[config.mk]
export PLATFORM = sky130hd
export DESIGN_NAME = ahs_homing_top
export DESIGN_NICKNAME = d
export VERILOG_FILES = /design/src/hw/ahs_pkg.sv /design/src/hw/ahs_homing_top.sv /design/src/hw/ahs_edge_sync.sv
export SDC_FILE = /design/constraint.sdc
export NUM_CORES = 1
export LEC_CHECK = 0
export ABC_AREA = 1
export BUFFER_PORTS_ARGS = -buffer_cell sky130_fd_sc_hd__buf_2
export CORE_ASPECT_RATIO = 1.75
export CORE_MARGIN = 2
export CORE_UTILIZATION = 47
export DETAILED_ROUTE_END_ITERATION = 7
export PLACE_DENSITY = 0.77
export SETUP_SLACK_MARGIN = 0.1
export SYNTH_ARGS = -nofsm -noshare
export SYNTH_HDL_FRONTEND = slang
export SYNTH_SLANG_ARGS = --single-unit
[constraint.sdc]
create_clock -name aclk -period 1.85 [get_ports aclk]
set_clock_uncertainty 0.2 [all_clocks]
set_input_delay 0.37 -clock aclk [delete_from_list [all_inputs] [get_ports aclk]]
set_output_delay 0.37 -clock aclk [all_outputs]
set_load 0.05 [all_outputs]
[src/hw/ahs_pkg.sv]
// Purpose: Shared constants for the axis homing sequencer.
// Assumes: One motion axis, AXI4-Lite register access, 32-bit data.
// Notes: Offsets are byte addresses of aligned 32-bit registers.
`default_nettype none
package ahs_pkg;
   localparam logic [7:0] METHOD_27 = 8'h1B;
   localparam logic [7:0] METHOD_28 = 8'h1C;
   localparam logic [7:0] METHOD_29 = 8'h1D;
   localparam logic [7:0] METHOD_30 = 8'h1E;
   localparam logic [7:0] METHOD_31 = 8'h1F;
   localparam logic [7:0] METHOD_32 = 8'h20;
   localparam logic [7:0] METHOD_33 = 8'h21;
   localparam logic [7:0] METHOD_34 = 8'h22;
   localparam logic [7:0] METHOD_35 = 8'h23;

   localparam logic [7:0] OFF_CTRL = 8'h00;
   localparam logic [7:0] OFF_METHOD = 8'h04;
   localparam logic [7:0] OFF_STATUS = 8'h08;
   localparam logic [7:0] OFF_HOME_POS = 8'h0C;
   localparam logic [7:0] OFF_AXIS_POS = 8'h10;

   localparam int CTRL_START_BIT = 0;
   localparam int CTRL_ABORT_BIT = 1;
   localparam int ST_BUSY_BIT = 0;
   localparam int ST_DONE_BIT = 1;
   localparam int ST_ERR_BIT = 2;
   localparam int ST_MOVE_BIT = 3;
   localparam int ST_DIR_BIT = 4;
   localparam int ST_SLOW_BIT = 5;
   localparam int ST_HOME_SW_BIT = 6;
   localparam int ST_NLIM_BIT = 7;

   localparam logic [7:0] METHOD_RESET = 8'h1B;
   localparam logic [1:0] RESP_OKAY = 2'h0;
   localparam logic [1:0] RESP_SLVERR = 2'h2;

   typedef enum logic [2:0] {
      ST_IDLE,
      ST_SEEK,
      ST_LEAVE,
      ST_RETURN,
      ST_INDEX
   } ahs_state_t;
endpackage
`default_nettype wire

[src/hw/ahs_homing_top.sv]
// Purpose: Homing sequencer for one motion axis, methods 27 to 35.
// Assumes: Switch and index inputs are synchronous to aclk; registers over AXI4-Lite.
// Notes: A start is taken only while idle; abort stops motion without a home latch.
//
// The address map and the AXI4-Lite slave port were left to the implementer.
`default_nettype none
// Contract
// 27, switch off: negative fast, reverse slow on switch on, latch on off.
// 27, switch on: positive slow, latch when switch turns off.
// 27, negative limit: reverse fast, slow on switch on, latch on off.
// 28, switch off: negative fast, latch when switch turns on.
// 28, switch on: positive slow, reverse slow on off, latch on on.
// 28, after limit reverse: fast through switch, reverse on off, latch on.
// 29, switch off: negative fast, slow on on, reverse on off, latch on.
// 29, switch on: negative slow, reverse slow on off, latch on on.
// 29, negative limit: reverse fast, latch when switch turns on.
// 30: negative, fast then slow on switch on, latch on off.
// 30, after limit reverse: reverse slow on switch on, latch on off.
// Methods 31 and 32 are reserved with no homing behaviour.
// 33: negative slow, latch at first index pulse.
// 34: positive slow, latch at first index pulse.
// 35: no motion, present position taken as home at once.
// Stop and signal done on latch; refuse bad methods with error, no motion.
// Inputs sampled synchronously; decisions use their edges, not levels. The start and limit decisions also read the switch level.
module ahs_homing_top #(
   parameter int POS_W = 32
) (
   input wire logic aclk,
   input wire logic aresetn,
   input wire logic [7:0] s_axi_awaddr,
   input wire logic s_axi_awvalid,
   output logic s_axi_awready,
   input wire logic [31:0] s_axi_wdata,
   input wire logic [3:0] s_axi_wstrb,
   input wire logic s_axi_wvalid,
   output logic s_axi_wready,
   output logic [1:0] s_axi_bresp,
   output logic s_axi_bvalid,
   input wire logic s_axi_bready,
   input wire logic [7:0] s_axi_araddr,
   input wire logic s_axi_arvalid,
   output logic s_axi_arready,
   output logic [31:0] s_axi_rdata,
   output logic [1:0] s_axi_rresp,
   output logic s_axi_rvalid,
   input wire logic s_axi_rready,
   input wire logic home_command,
   input wire logic home_switch,
   input wire logic neg_limit,
   input wire logic index_pulse,
   input wire logic [POS_W-1:0] axis_position,
   output logic move_enable,
   output logic move_negative,
   output logic speed_slow,
   output logic [POS_W-1:0] home_position,
   output logic homing_done,
   output logic homing_error
);
   logic [2:0] sw_level;
   logic [2:0] sw_rise;
   logic [2:0] sw_fall;
   logic hs;
   logic hs_on;
   logic hs_off;
   logic lim_on;
   logic idx_on;
   logic cmd_ff;
   logic cmd_edge;
   logic start_pulse;
   logic abort_pulse;
   logic start_any;
   logic [7:0] method_ff;
   ahs_pkg::ahs_state_t state_ff;
   logic busy;
   logic latch;
   logic refuse;
   logic set_move;
   logic nxt_neg;
   logic nxt_slow;
   ahs_pkg::ahs_state_t nxt_state;
   logic aw_ff;
   logic w_ff;
   logic [7:0] awaddr_ff;
   logic [31:0] wdata_ff;
   logic [3:0] wstrb_ff;
   logic do_write;

   ahs_edge_sync #(.WIDTH(3)) u_sync (
      .aclk(aclk),
      .aresetn(aresetn),
      .din({index_pulse, neg_limit, home_switch}),
      .level(sw_level),
      .rise(sw_rise),
      .fall(sw_fall)
   );

   // Edges steer the sequence, with the switch level also read at the start and at the limit, so a switch held on never re-fires. R17
   assign hs = sw_level[0];
   assign hs_on = sw_rise[0];
   assign hs_off = sw_fall[0];
   assign lim_on = sw_rise[1];
   assign idx_on = sw_rise[2];

   always_ff @(posedge aclk) begin
      if (!aresetn) begin
         cmd_ff <= 1'b0;
      end else begin
         cmd_ff <= home_command;
      end
   end

   assign cmd_edge = home_command & ~cmd_ff;
   assign busy = (state_ff != ahs_pkg::ST_IDLE);
   assign start_any = (cmd_edge | start_pulse) & ~busy;

   function automatic logic method_valid(input logic [7:0] m);
      return (m >= ahs_pkg::METHOD_27 && m <= ahs_pkg::METHOD_30) ||
         (m >= ahs_pkg::METHOD_33 && m <= ahs_pkg::METHOD_35);
   endfunction

   // Sequencer decision: next state, direction, speed and the latch moment.
   always_comb begin
      nxt_state = state_ff;
      nxt_neg = move_negative;
      nxt_slow = speed_slow;
      latch = 1'b0;
      refuse = 1'b0;
      set_move = move_enable;
      if (abort_pulse && busy) begin
         nxt_state = ahs_pkg::ST_IDLE;
         set_move = 1'b0;
      end else if (start_any) begin
         set_move = 1'b1;
         nxt_state = ahs_pkg::ST_SEEK;
         nxt_neg = 1'b1;
         nxt_slow = 1'b0;
         unique case (method_ff)
            ahs_pkg::METHOD_27: begin
               if (hs) begin
                  nxt_neg = 1'b0;
                  nxt_slow = 1'b1;
                  nxt_state = ahs_pkg::ST_LEAVE;
               end
            end
            ahs_pkg::METHOD_28: begin
               if (hs) begin
                  nxt_neg = 1'b0;
                  nxt_slow = 1'b1;
                  nxt_state = ahs_pkg::ST_LEAVE;
               end
            end
            ahs_pkg::METHOD_29, ahs_pkg::METHOD_30: begin
               if (hs) begin
                  nxt_slow = 1'b1;
                  nxt_state = ahs_pkg::ST_LEAVE;
               end
            end
            ahs_pkg::METHOD_33: begin
               nxt_slow = 1'b1;
               nxt_state = ahs_pkg::ST_INDEX;
            end
            ahs_pkg::METHOD_34: begin
               nxt_neg = 1'b0;
               nxt_slow = 1'b1;
               nxt_state = ahs_pkg::ST_INDEX;
            end
            ahs_pkg::METHOD_35: begin
               latch = 1'b1;
               set_move = 1'b0;
               nxt_state = ahs_pkg::ST_IDLE;
            end
            default: begin
               // Reserved 31, 32 and anything outside 27..35. R12 R16
               refuse = 1'b1;
               set_move = 1'b0;
               nxt_state = ahs_pkg::ST_IDLE;
            end
         endcase
      end else begin
         unique case (state_ff)
            ahs_pkg::ST_IDLE: begin
               set_move = 1'b0;
            end
            ahs_pkg::ST_SEEK: begin
               // Moving negative, fast, switch off, toward the switch or the limit.
               if (lim_on && !hs) begin
                  nxt_neg = 1'b0;
                  nxt_state = ahs_pkg::ST_RETURN;
               end else if (hs_on) begin
                  unique case (method_ff)
                     ahs_pkg::METHOD_27: begin
                        nxt_neg = 1'b0;
                        nxt_slow = 1'b1;
                        nxt_state = ahs_pkg::ST_LEAVE;
                     end
                     ahs_pkg::METHOD_28: begin
                        latch = 1'b1;
                     end
                     default: begin
                        nxt_slow = 1'b1;
                        nxt_state = ahs_pkg::ST_LEAVE;
                     end
                  endcase
               end
            end
            ahs_pkg::ST_LEAVE: begin
               // Crossing the switch; its falling edge either latches or reverses.
               if (hs_off) begin
                  if (method_ff == ahs_pkg::METHOD_27 ||
                      method_ff == ahs_pkg::METHOD_30) begin
                     latch = 1'b1;
                  end else begin
                     nxt_neg = ~move_negative;
                     nxt_slow = (method_ff != ahs_pkg::METHOD_28) || speed_slow;
                     nxt_state = ahs_pkg::ST_INDEX;
                  end
               end
            end
            ahs_pkg::ST_RETURN: begin
               // Travelling positive after the limit; waits for the switch.
               if (hs_on) begin
                  unique case (method_ff)
                     ahs_pkg::METHOD_27: begin
                        nxt_slow = 1'b1;
                        nxt_state = ahs_pkg::ST_LEAVE;
                     end
                     ahs_pkg::METHOD_28: begin
                        nxt_state = ahs_pkg::ST_LEAVE;
                     end
                     ahs_pkg::METHOD_29: begin
                        latch = 1'b1;
                     end
                     default: begin
                        nxt_neg = 1'b1;
                        nxt_slow = 1'b1;
                        nxt_state = ahs_pkg::ST_LEAVE;
                     end
                  endcase
               end
            end
            ahs_pkg::ST_INDEX: begin
               // Methods 33/34 wait for the index; 28/29 wait for switch on again.
               if (method_ff == ahs_pkg::METHOD_33 || method_ff == ahs_pkg::METHOD_34) begin
                  latch = idx_on;
               end else begin
                  latch = hs_on;
               end
            end
            default: begin
               nxt_state = ahs_pkg::ST_IDLE;
               set_move = 1'b0;
            end
         endcase
         if (latch) begin
            nxt_state = ahs_pkg::ST_IDLE;
            set_move = 1'b0;
         end
      end
   end

   always_ff @(posedge aclk) begin
      if (!aresetn) begin
         state_ff <= ahs_pkg::ST_IDLE;
         move_enable <= 1'b0;
         move_negative <= 1'b0;
         speed_slow <= 1'b0;
      end else begin
         state_ff <= nxt_state;
         move_enable <= set_move;
         move_negative <= nxt_neg;
         speed_slow <= nxt_slow;
      end
   end

   // Done and error are levels held until the next start.
   always_ff @(posedge aclk) begin
      if (!aresetn) begin
         home_position <= '0;
         homing_done <= 1'b0;
         homing_error <= 1'b0;
      end else if (latch) begin
         home_position <= axis_position;
         homing_done <= 1'b1;
         homing_error <= 1'b0;
      end else if (refuse) begin
         homing_done <= 1'b0;
         homing_error <= 1'b1;
      end else if (start_any) begin
         homing_done <= 1'b0;
         homing_error <= 1'b0;
      end
   end

   // AXI4-Lite write path: address and data captured independently.
   assign s_axi_awready = ~aw_ff & ~s_axi_bvalid;
   assign s_axi_wready = ~w_ff & ~s_axi_bvalid;
   assign do_write = aw_ff & w_ff & ~s_axi_bvalid;

   always_ff @(posedge aclk) begin
      if (!aresetn) begin
         aw_ff <= 1'b0;
         w_ff <= 1'b0;
         awaddr_ff <= 8'h00;
         wdata_ff <= 32'h0000_0000;
         wstrb_ff <= 4'h0;
         s_axi_bvalid <= 1'b0;
         s_axi_bresp <= ahs_pkg::RESP_OKAY;
      end else begin
         if (s_axi_awvalid && s_axi_awready) begin
            aw_ff <= 1'b1;
            awaddr_ff <= s_axi_awaddr;
         end
         if (s_axi_wvalid && s_axi_wready) begin
            w_ff <= 1'b1;
            wdata_ff <= s_axi_wdata;
            wstrb_ff <= s_axi_wstrb;
         end
         if (do_write) begin
            aw_ff <= 1'b0;
            w_ff <= 1'b0;
            s_axi_bvalid <= 1'b1;
            s_axi_bresp <= (awaddr_ff == ahs_pkg::OFF_CTRL ||
               awaddr_ff == ahs_pkg::OFF_METHOD) ? ahs_pkg::RESP_OKAY : ahs_pkg::RESP_SLVERR;
         end else if (s_axi_bvalid && s_axi_bready) begin
            s_axi_bvalid <= 1'b0;
         end
      end
   end

   // Method changes are ignored while busy so a run never switches mode midway.
   always_ff @(posedge aclk) begin
      if (!aresetn) begin
         method_ff <= ahs_pkg::METHOD_RESET;
      end else if (do_write && awaddr_ff == ahs_pkg::OFF_METHOD && wstrb_ff[0] && !busy) begin
         method_ff <= wdata_ff[7:0];
      end
   end

   assign start_pulse = do_write && awaddr_ff == ahs_pkg::OFF_CTRL && wstrb_ff[0] &&
      wdata_ff[ahs_pkg::CTRL_START_BIT];
   assign abort_pulse = do_write && awaddr_ff == ahs_pkg::OFF_CTRL && wstrb_ff[0] &&
      wdata_ff[ahs_pkg::CTRL_ABORT_BIT];

   // AXI4-Lite read path: one read at a time, answered the cycle after the address.
   assign s_axi_arready = ~s_axi_rvalid;

   always_ff @(posedge aclk) begin
      if (!aresetn) begin
         s_axi_rvalid <= 1'b0;
         s_axi_rdata <= 32'h0000_0000;
         s_axi_rresp <= ahs_pkg::RESP_OKAY;
      end else if (s_axi_arvalid && s_axi_arready) begin
         s_axi_rvalid <= 1'b1;
         s_axi_rresp <= ahs_pkg::RESP_OKAY;
         s_axi_rdata <= 32'h0000_0000;
         unique case (s_axi_araddr)
            ahs_pkg::OFF_CTRL: s_axi_rdata <= 32'h0000_0000;
            ahs_pkg::OFF_METHOD: s_axi_rdata <= {24'h00_0000, method_ff};
            ahs_pkg::OFF_STATUS: begin
               s_axi_rdata[ahs_pkg::ST_BUSY_BIT] <= busy;
               s_axi_rdata[ahs_pkg::ST_DONE_BIT] <= homing_done;
               s_axi_rdata[ahs_pkg::ST_ERR_BIT] <= homing_error;
               s_axi_rdata[ahs_pkg::ST_MOVE_BIT] <= move_enable;
               s_axi_rdata[ahs_pkg::ST_DIR_BIT] <= move_negative;
               s_axi_rdata[ahs_pkg::ST_SLOW_BIT] <= speed_slow;
               s_axi_rdata[ahs_pkg::ST_HOME_SW_BIT] <= hs;
               s_axi_rdata[ahs_pkg::ST_NLIM_BIT] <= sw_level[1];
            end
            ahs_pkg::OFF_HOME_POS: s_axi_rdata <= 32'(home_position);
            ahs_pkg::OFF_AXIS_POS: s_axi_rdata <= 32'(axis_position);
            default: s_axi_rresp <= ahs_pkg::RESP_SLVERR;
         endcase
      end else if (s_axi_rvalid && s_axi_rready) begin
         s_axi_rvalid <= 1'b0;
      end
   end

   // Only bits 7:0 of the method register exist; upper bits and strobes 3:1 ignored.
endmodule
`default_nettype wire

[src/hw/ahs_edge_sync.sv]
// Purpose: Samples the axis inputs and flags their rising and falling edges.
// Assumes: Inputs are synchronous to aclk.
// Notes: Edges are flagged in the same cycle as the registered level changes.
`default_nettype none
module ahs_edge_sync #(
   parameter int WIDTH = 3
) (
   input wire logic aclk,
   input wire logic aresetn,
   input wire logic [WIDTH-1:0] din,
   output logic [WIDTH-1:0] level,
   output logic [WIDTH-1:0] rise,
   output logic [WIDTH-1:0] fall
);
   logic [WIDTH-1:0] cur_ff;
   logic [WIDTH-1:0] prev_ff;

   always_ff @(posedge aclk) begin
      if (!aresetn) begin
         cur_ff <= '0;
         prev_ff <= '0;
      end else begin
         cur_ff <= din;
         prev_ff <= cur_ff;
      end
   end

   assign level = cur_ff;
   assign rise = cur_ff & ~prev_ff;
   assign fall = ~cur_ff & prev_ff;
endmodule
`default_nettype wire

Word-level counts from Yosys, hierarchy flattened:

Index checks and enable logic that the tools add are counted.

* word-level logic and storage cells: 188
* register bits: 112

* muxes and demuxes: 67
* bitwise operators: 20
* reductions and logical operators: 45
* equality and inequality tests: 35

Operators by type and width (count)
* $pmux 24 s2: 1
* $mux 1: 46
* $eq 8x5->1 const B: 5
* $pmux 8 s4: 1
* $mux 3: 9
* $eq 8x6->1 const B: 3
* $ne 3x3->1 const B: 8
* $ne 4x4->1 const B: 6
* $eq 8x3->1 const B: 2
* $eq 8x4->1 const B: 2
* $logic_not 8->1: 2
* $logic_and 1x1->1: 14
* $reduce_or 2->1: 7
* $pmux 3 s4: 1
* $ne 5x5->1 const B: 2
* $not 1->1: 10
* $reduce_and 9->1: 1
* $ne 8x5->1 const B: 1
* $reduce_and 8->1: 1
* $reduce_or 4->1: 2
* $and 1x1->1: 7
* $reduce_and 7->1: 1
* $reduce_or 7->1: 1
* $eq 3x2->1 const B: 2
* 20 further kinds: 32

Depth between registers and ports, before layout:

* depth after elaboration: 12
* mapped depth: 14
* depth with buffers taken out: 12

By module:

A second synthesis with hierarchy kept.

* cells, all modules: 801
* area, all modules: 5521.5 um2

By module, submodules not included
* ahs_homing_top: cells an instance 771, times used 1, sequential area each 2082.0 um2, area an instance 5311.3 um2
* ahs_edge_sync: cells an instance 30, times used 1, sequential area each 120.1 um2, area an instance 210.2 um2

Least setup slack after synthesis:

No wires, ideal clock.

* path type: reg2reg
* start: register s_axi_bvalid
* end: register wdata_ff[6]
* setup slack: -457 ps
* clock period less this slack: 2307 ps
* cell stages (with the launch flop): 6
* arrival: 1979 ps
* cell sequence: dfxtp_1 -> nor2_1 -> nand2_1 -> clkbuf_1 -> o21ai_0 -> a21oi_1

* cells in the longest elaborated chain, start to end: 3

Ends and longest elaborated chain
* from (decl): RTL line ahs_homing_top.sv:38 `output logic s_axi_bvalid,`
* from (signal assigned): RTL line ahs_homing_top.sv:306 `s_axi_bvalid <= 1'b0;`
* from (signal assigned): RTL line ahs_homing_top.sv:321 `s_axi_bvalid <= 1'b1;`
* from (signal assigned): RTL line ahs_homing_top.sv:325 `s_axi_bvalid <= 1'b0;`
* $not 1->1: RTL line ahs_homing_top.sv:296 `assign s_axi_wready = ~w_ff & ~s_axi_bvalid;`
* $and 1x1->1: RTL line ahs_homing_top.sv:296
* named net s_axi_wready: RTL line ahs_homing_top.sv:36 `output logic s_axi_wready,`
* $logic_and 1x1->1: RTL line ahs_homing_top.sv:313 `if (s_axi_wvalid && s_axi_wready) begin`
* to (signal assigned): RTL line ahs_homing_top.sv:315 `wdata_ff <= s_axi_wdata;`
* to (decl): RTL line ahs_homing_top.sv:84 `logic [31:0] wdata_ff;`

The timed path passes the listed nets, and every way through them passes these cells.
A chain may end at the register's enable or synchronous reset.

Worst setup path after layout:

* start: register method_ff[7]
* end: register home_position[11]

* cells in the longest elaborated chain, start to end: 9
* elaborated cells on any way between the ends: 23

Ends and longest elaborated chain
* from (decl): RTL line ahs_homing_top.sv:72 `logic [7:0] method_ff;`
* from (signal assigned): RTL line ahs_homing_top.sv:333 `method_ff <= ahs_pkg::METHOD_RESET;`
* from (signal assigned): RTL line ahs_homing_top.sv:335 `method_ff <= wdata_ff[7:0];`
* $eq 8x5->1 (on tied branches): RTL line ahs_homing_top.sv:190, ahs_homing_top.sv:209, ahs_homing_top.sv:210
* $mux 1 / $logic_or 1x1->1 (equally long branches): RTL line ahs_homing_top.sv:190, ahs_homing_top.sv:209
* $mux 1 (on tied branches): RTL line ahs_homing_top.sv:189, ahs_homing_top.sv:209
* $mux 1 (on tied branches): RTL line ahs_homing_top.sv:186, ahs_homing_top.sv:208
* $pmux 1 s4: RTL line ahs_homing_top.sv:180 `unique case (state_ff)`
* $mux 1: RTL line ahs_homing_top.sv:132 `end else if (start_any) begin`
* $mux 1: RTL line ahs_homing_top.sv:129 `if (abort_pulse && busy) begin`
* $mux 1 *: RTL line ahs_homing_top.sv:132
* $mux 1 *: RTL line ahs_homing_top.sv:129
* to (signal assigned): RTL line ahs_homing_top.sv:282 `home_position <= axis_position;`
* to (decl): RTL line ahs_homing_top.sv:55 `output logic [POS_W-1:0] home_position,`

Every way passes the cells marked *; elsewhere a longest branch is shown, timed or not. The select of a mux whose other input is x is not followed.

==> flow_metrics.env <==
export IMPL_coreArea_um2=12000
export IMPL_clk_pin_slew_worst_paths_ns=0.08
export IMPL_cp_max_fo=8
export IMPL_setup_worst_path_end_class="flop"
export IMPL_n_antenna_cell=0
export IMPL_syn_to_final_growth_pct=41.9
export IMPL_htree_levels=3
export IMPL_max_freq_mhz=515
export IMPL_synth_async_sr_flop_share_pct=0
export IMPL_slew_viol_final=0
export IMPL_timing_rr_start="method_ff[7]$_SDFFE_PN0P_"
export IMPL_hold_viol_final=1
export IMPL_hold_class="in2reg"
export IMPL_hold_end="u_sync.level[2]$_SDFF_PN0_"
export IMPL_synth_area_um2=5780
export IMPL_ant_nets=0
export IMPL_reg2reg_depth=12
export IMPL_drc_errors=0
export IMPL_worstHoldPathCells=3
export IMPL_final_util_pct=68.3
export IMPL_cts_root_buffer="clkbuf_16"
export IMPL_die_x_um=87.8
export IMPL_crit_arrival_ns=2.01
export IMPL_finalWorstSetupSlack_ns=-0.0935
export IMPL_r2r_end="home_position[11]$_SDFFE_PN0P_"
export IMPL_drive_above_1_share_pct=42.0
export IMPL_vdd_ir_drop_max_mv=0.520
export IMPL_rsz0062_at_grt="true"
export IMPL_finish_net_count=1134
export IMPL_die_area_um2=13200
export IMPL_dp_hpwl_um=11900
export IMPL_clock_latency_ns=0.36
export IMPL_num_io_pins=173
export IMPL_drv_cap=0
export IMPL_initial_core_util_pct=48.1
export IMPL_place_inst=1163
export IMPL_required_ns=1.91
export IMPL_yosysWarnings=0
export IMPL_syn_inst=832
export IMPL_cts_buffer_depth=2
export IMPL_hp_start="index_pulse"
export IMPL_pwr_density_cell_nw_per_um2=870
export IMPL_violations="hold timing, setup timing"
export IMPL_routed_wl_um=17800
export IMPL_ys_ff_latch=110
export IMPL_cts_sinks=110
export IMPL_status="complete, but fails checks"
export IMPL_grt_usage_pct=25.5
export IMPL_grt_pass1_vias=5880
export IMPL_globalplace_congestion=0.937
export IMPL_crit_type="reg2reg"
export IMPL_portBuffers=143
export IMPL_drt_pass1_iter_count=5
export IMPL_finalInstanceArea_um2=8200
export IMPL_synth_edff_count=0
export IMPL_leakagePower_nw=4.04
export IMPL_timing_final_crit_share_pct=105
export IMPL_vias=6140
export IMPL_seq_area_frac_synth_pct=38.1
export IMPL_yosysUniqueCellTypes=34
export IMPL_routedWlPerCell_um=14.7
export IMPL_rows=53
export IMPL_viasPerCell=5.08
export IMPL_cts_tree="done"
export IMPL_die_y_um=151
export IMPL_ff2ff_setup_slack_ns=-0.09
export IMPL_crit_path_start_kind="flop"
export IMPL_pre_cts_ws_ns=-0.0739
export IMPL_fin_cells=1208
export IMPL_fin_crit_ns=1.94
export IMPL_cts_buffers=9
export IMPL_placed_area_um2=7070
export IMPL_drt_iter0_markers=311
export IMPL_finalSetupViolations=35
export IMPL_antenna_found_initial=0
export IMPL_globalRouteOverflowTotal=0
export IMPL_synth_main_ff_cell="dfxtp_1"
export IMPL_grt_first_pass_wirelength_um=26500
export IMPL_syn_avg_cell_area_um2=6.94
export IMPL_grt_max_degree=36
export IMPL_hold_worst_slack_ns=-0.00640
[repair_timing]
item	4_1_cts	5_1_grt
setup buffers	16	8
hold endpoints to repair	2	0
pin swaps	4	32
endpoints found under the setup margin	46	48
gates resized for setup	53	84
cloned	4	3
hold buffers	2	0
[synthesized netlist by cell type (4+ instances only)]
cell type / n / area [um^2]
nor2_2: 28 / 175
buf_1: 7 / 26.3
nor2_1: 118 / 443
buf_2: 10 / 50.1
nor3_1: 5 / 25.0
nand3_2: 25 / 250
a21oi_1: 32 / 160
dfxtp_1: 110 / 2200
nand2_1: 136 / 510
nand3_1: 32 / 160
clkbuf_1: 15 / 56.3
o22ai_1: 33 / 206
o21ai_0: 65 / 325
a21oi_2: 30 / 263
nand4_1: 9 / 56.3
inv_1: 135 / 507
inv_2: 10 / 37.5
o211ai_1: 4 / 30.0
nor2_4: 5 / 56.3
[flip-flops by register name (all words and copies together) (netlist names), 3 cells and up]
| name | cells |
|---|---|
| home_position | 32 |
| s_axi_rdata | 32 |
| awaddr_ff | 8 |
| method_ff | 8 |
| wdata_ff | 8 |
| state_ff | 3 |
| u_sync.level | 3 |
| u_sync.prev_ff | 3 |
[how the worst max path moves through the flow]
stage | startpoint | endpoint | depth (start not counted)
detailed placement | method_ff[0]$_SDFFE_PN1P_ | home_position[16]$_SDFFE_PN0P_ | 12
finish | method_ff[7]$_SDFFE_PN0P_ | home_position[11]$_SDFFE_PN0P_ | 12
floorplan | s_axi_bvalid$_SDFFE_PN0P_ | home_position[0]$_SDFFE_PN0P_ | 12
global route | method_ff[5]$_SDFFE_PN0P_ | home_position[16]$_SDFFE_PN0P_ | 12
global placement | method_ff[0]$_SDFFE_PN1P_ | home_position[12]$_SDFFE_PN0P_ | 12
CTS | method_ff[4]$_SDFFE_PN1P_ | home_position[11]$_SDFFE_PN0P_ | 13
[layout by cell type (no fill, tap or decap), types with 33 or more instances in the layout]
cell / count
nor2_2: 33
buf_2: 141
nand3_2: 33
o22ai_1: 33
nand2_1: 110
buf_4: 69
inv_1: 127
dfxtp_1: 95
nor2_1: 100
o21ai_0: 65
[metal layers]
layer,vias to the layer above,routed length [um],global-route usage [%]
met3,60,738,3.45
met2,208,9660,48.4
met4,0,895,13.4
met1,2829,6500,26.2
met5,-,0,0
li1,3043,-,-
[kinds of logic after synthesis]
logic type,share of synthesized area [%]
buffers and inverters,14.3
and+or+nand+nor,29.9
DFF,38.1
other,0.0649
AOI/OAI and AO/OA,17.6
[cell type report]
| type | instances | area, um^2 |
|---|---|---|
| fillers | 986 | 3800 |
| well taps | 165 | 206 |
| flip-flops and latches | 110 | 2250 |
| clock buffers | 10 | 250 |
| multi-input cells | 534 | 3150 |
| clock inverters | 5 | 62.6 |
| repair buffers | 237 | 1700 |
| inverters | 147 | 581 |
[worst max-delay path: stages (launching register included)]
cell	delay, ns
dfxtp_4	0.37
nor2_2	0.15
nand2_2	0.12
nor2_4	0.14
nand3_2	0.11
nand2_4	0.09
nor2_4	0.04
nand3_4	0.12
buf_12	0.16
buf_12	0.14
nand3_2	0.08
nand2_2	0.08
nor2_2	0.04
[where the power goes]
group	total [mW]	internal (mW)	switching [mW]
Sequential	2.78	2.58	0.199
Clock	2.08	1.14	0.937
Combinational	2.27	0.762	1.51
Total	7.13	4.49	2.65
[stage by stage]
| stage | total power [mW] | TNS [ns] |
|---|---|---|
| finish | 7.13 | -2.02 |
| global route | 7.44 | -4.24 |
| CTS | 7.00 | -0.137 |
| detailed placement | 4.86 | -1.37 |
| global placement | 4.82 | -1.16 |
| floorplan | 4.32 | 0 |
Power figures use the tool's default switching activity.
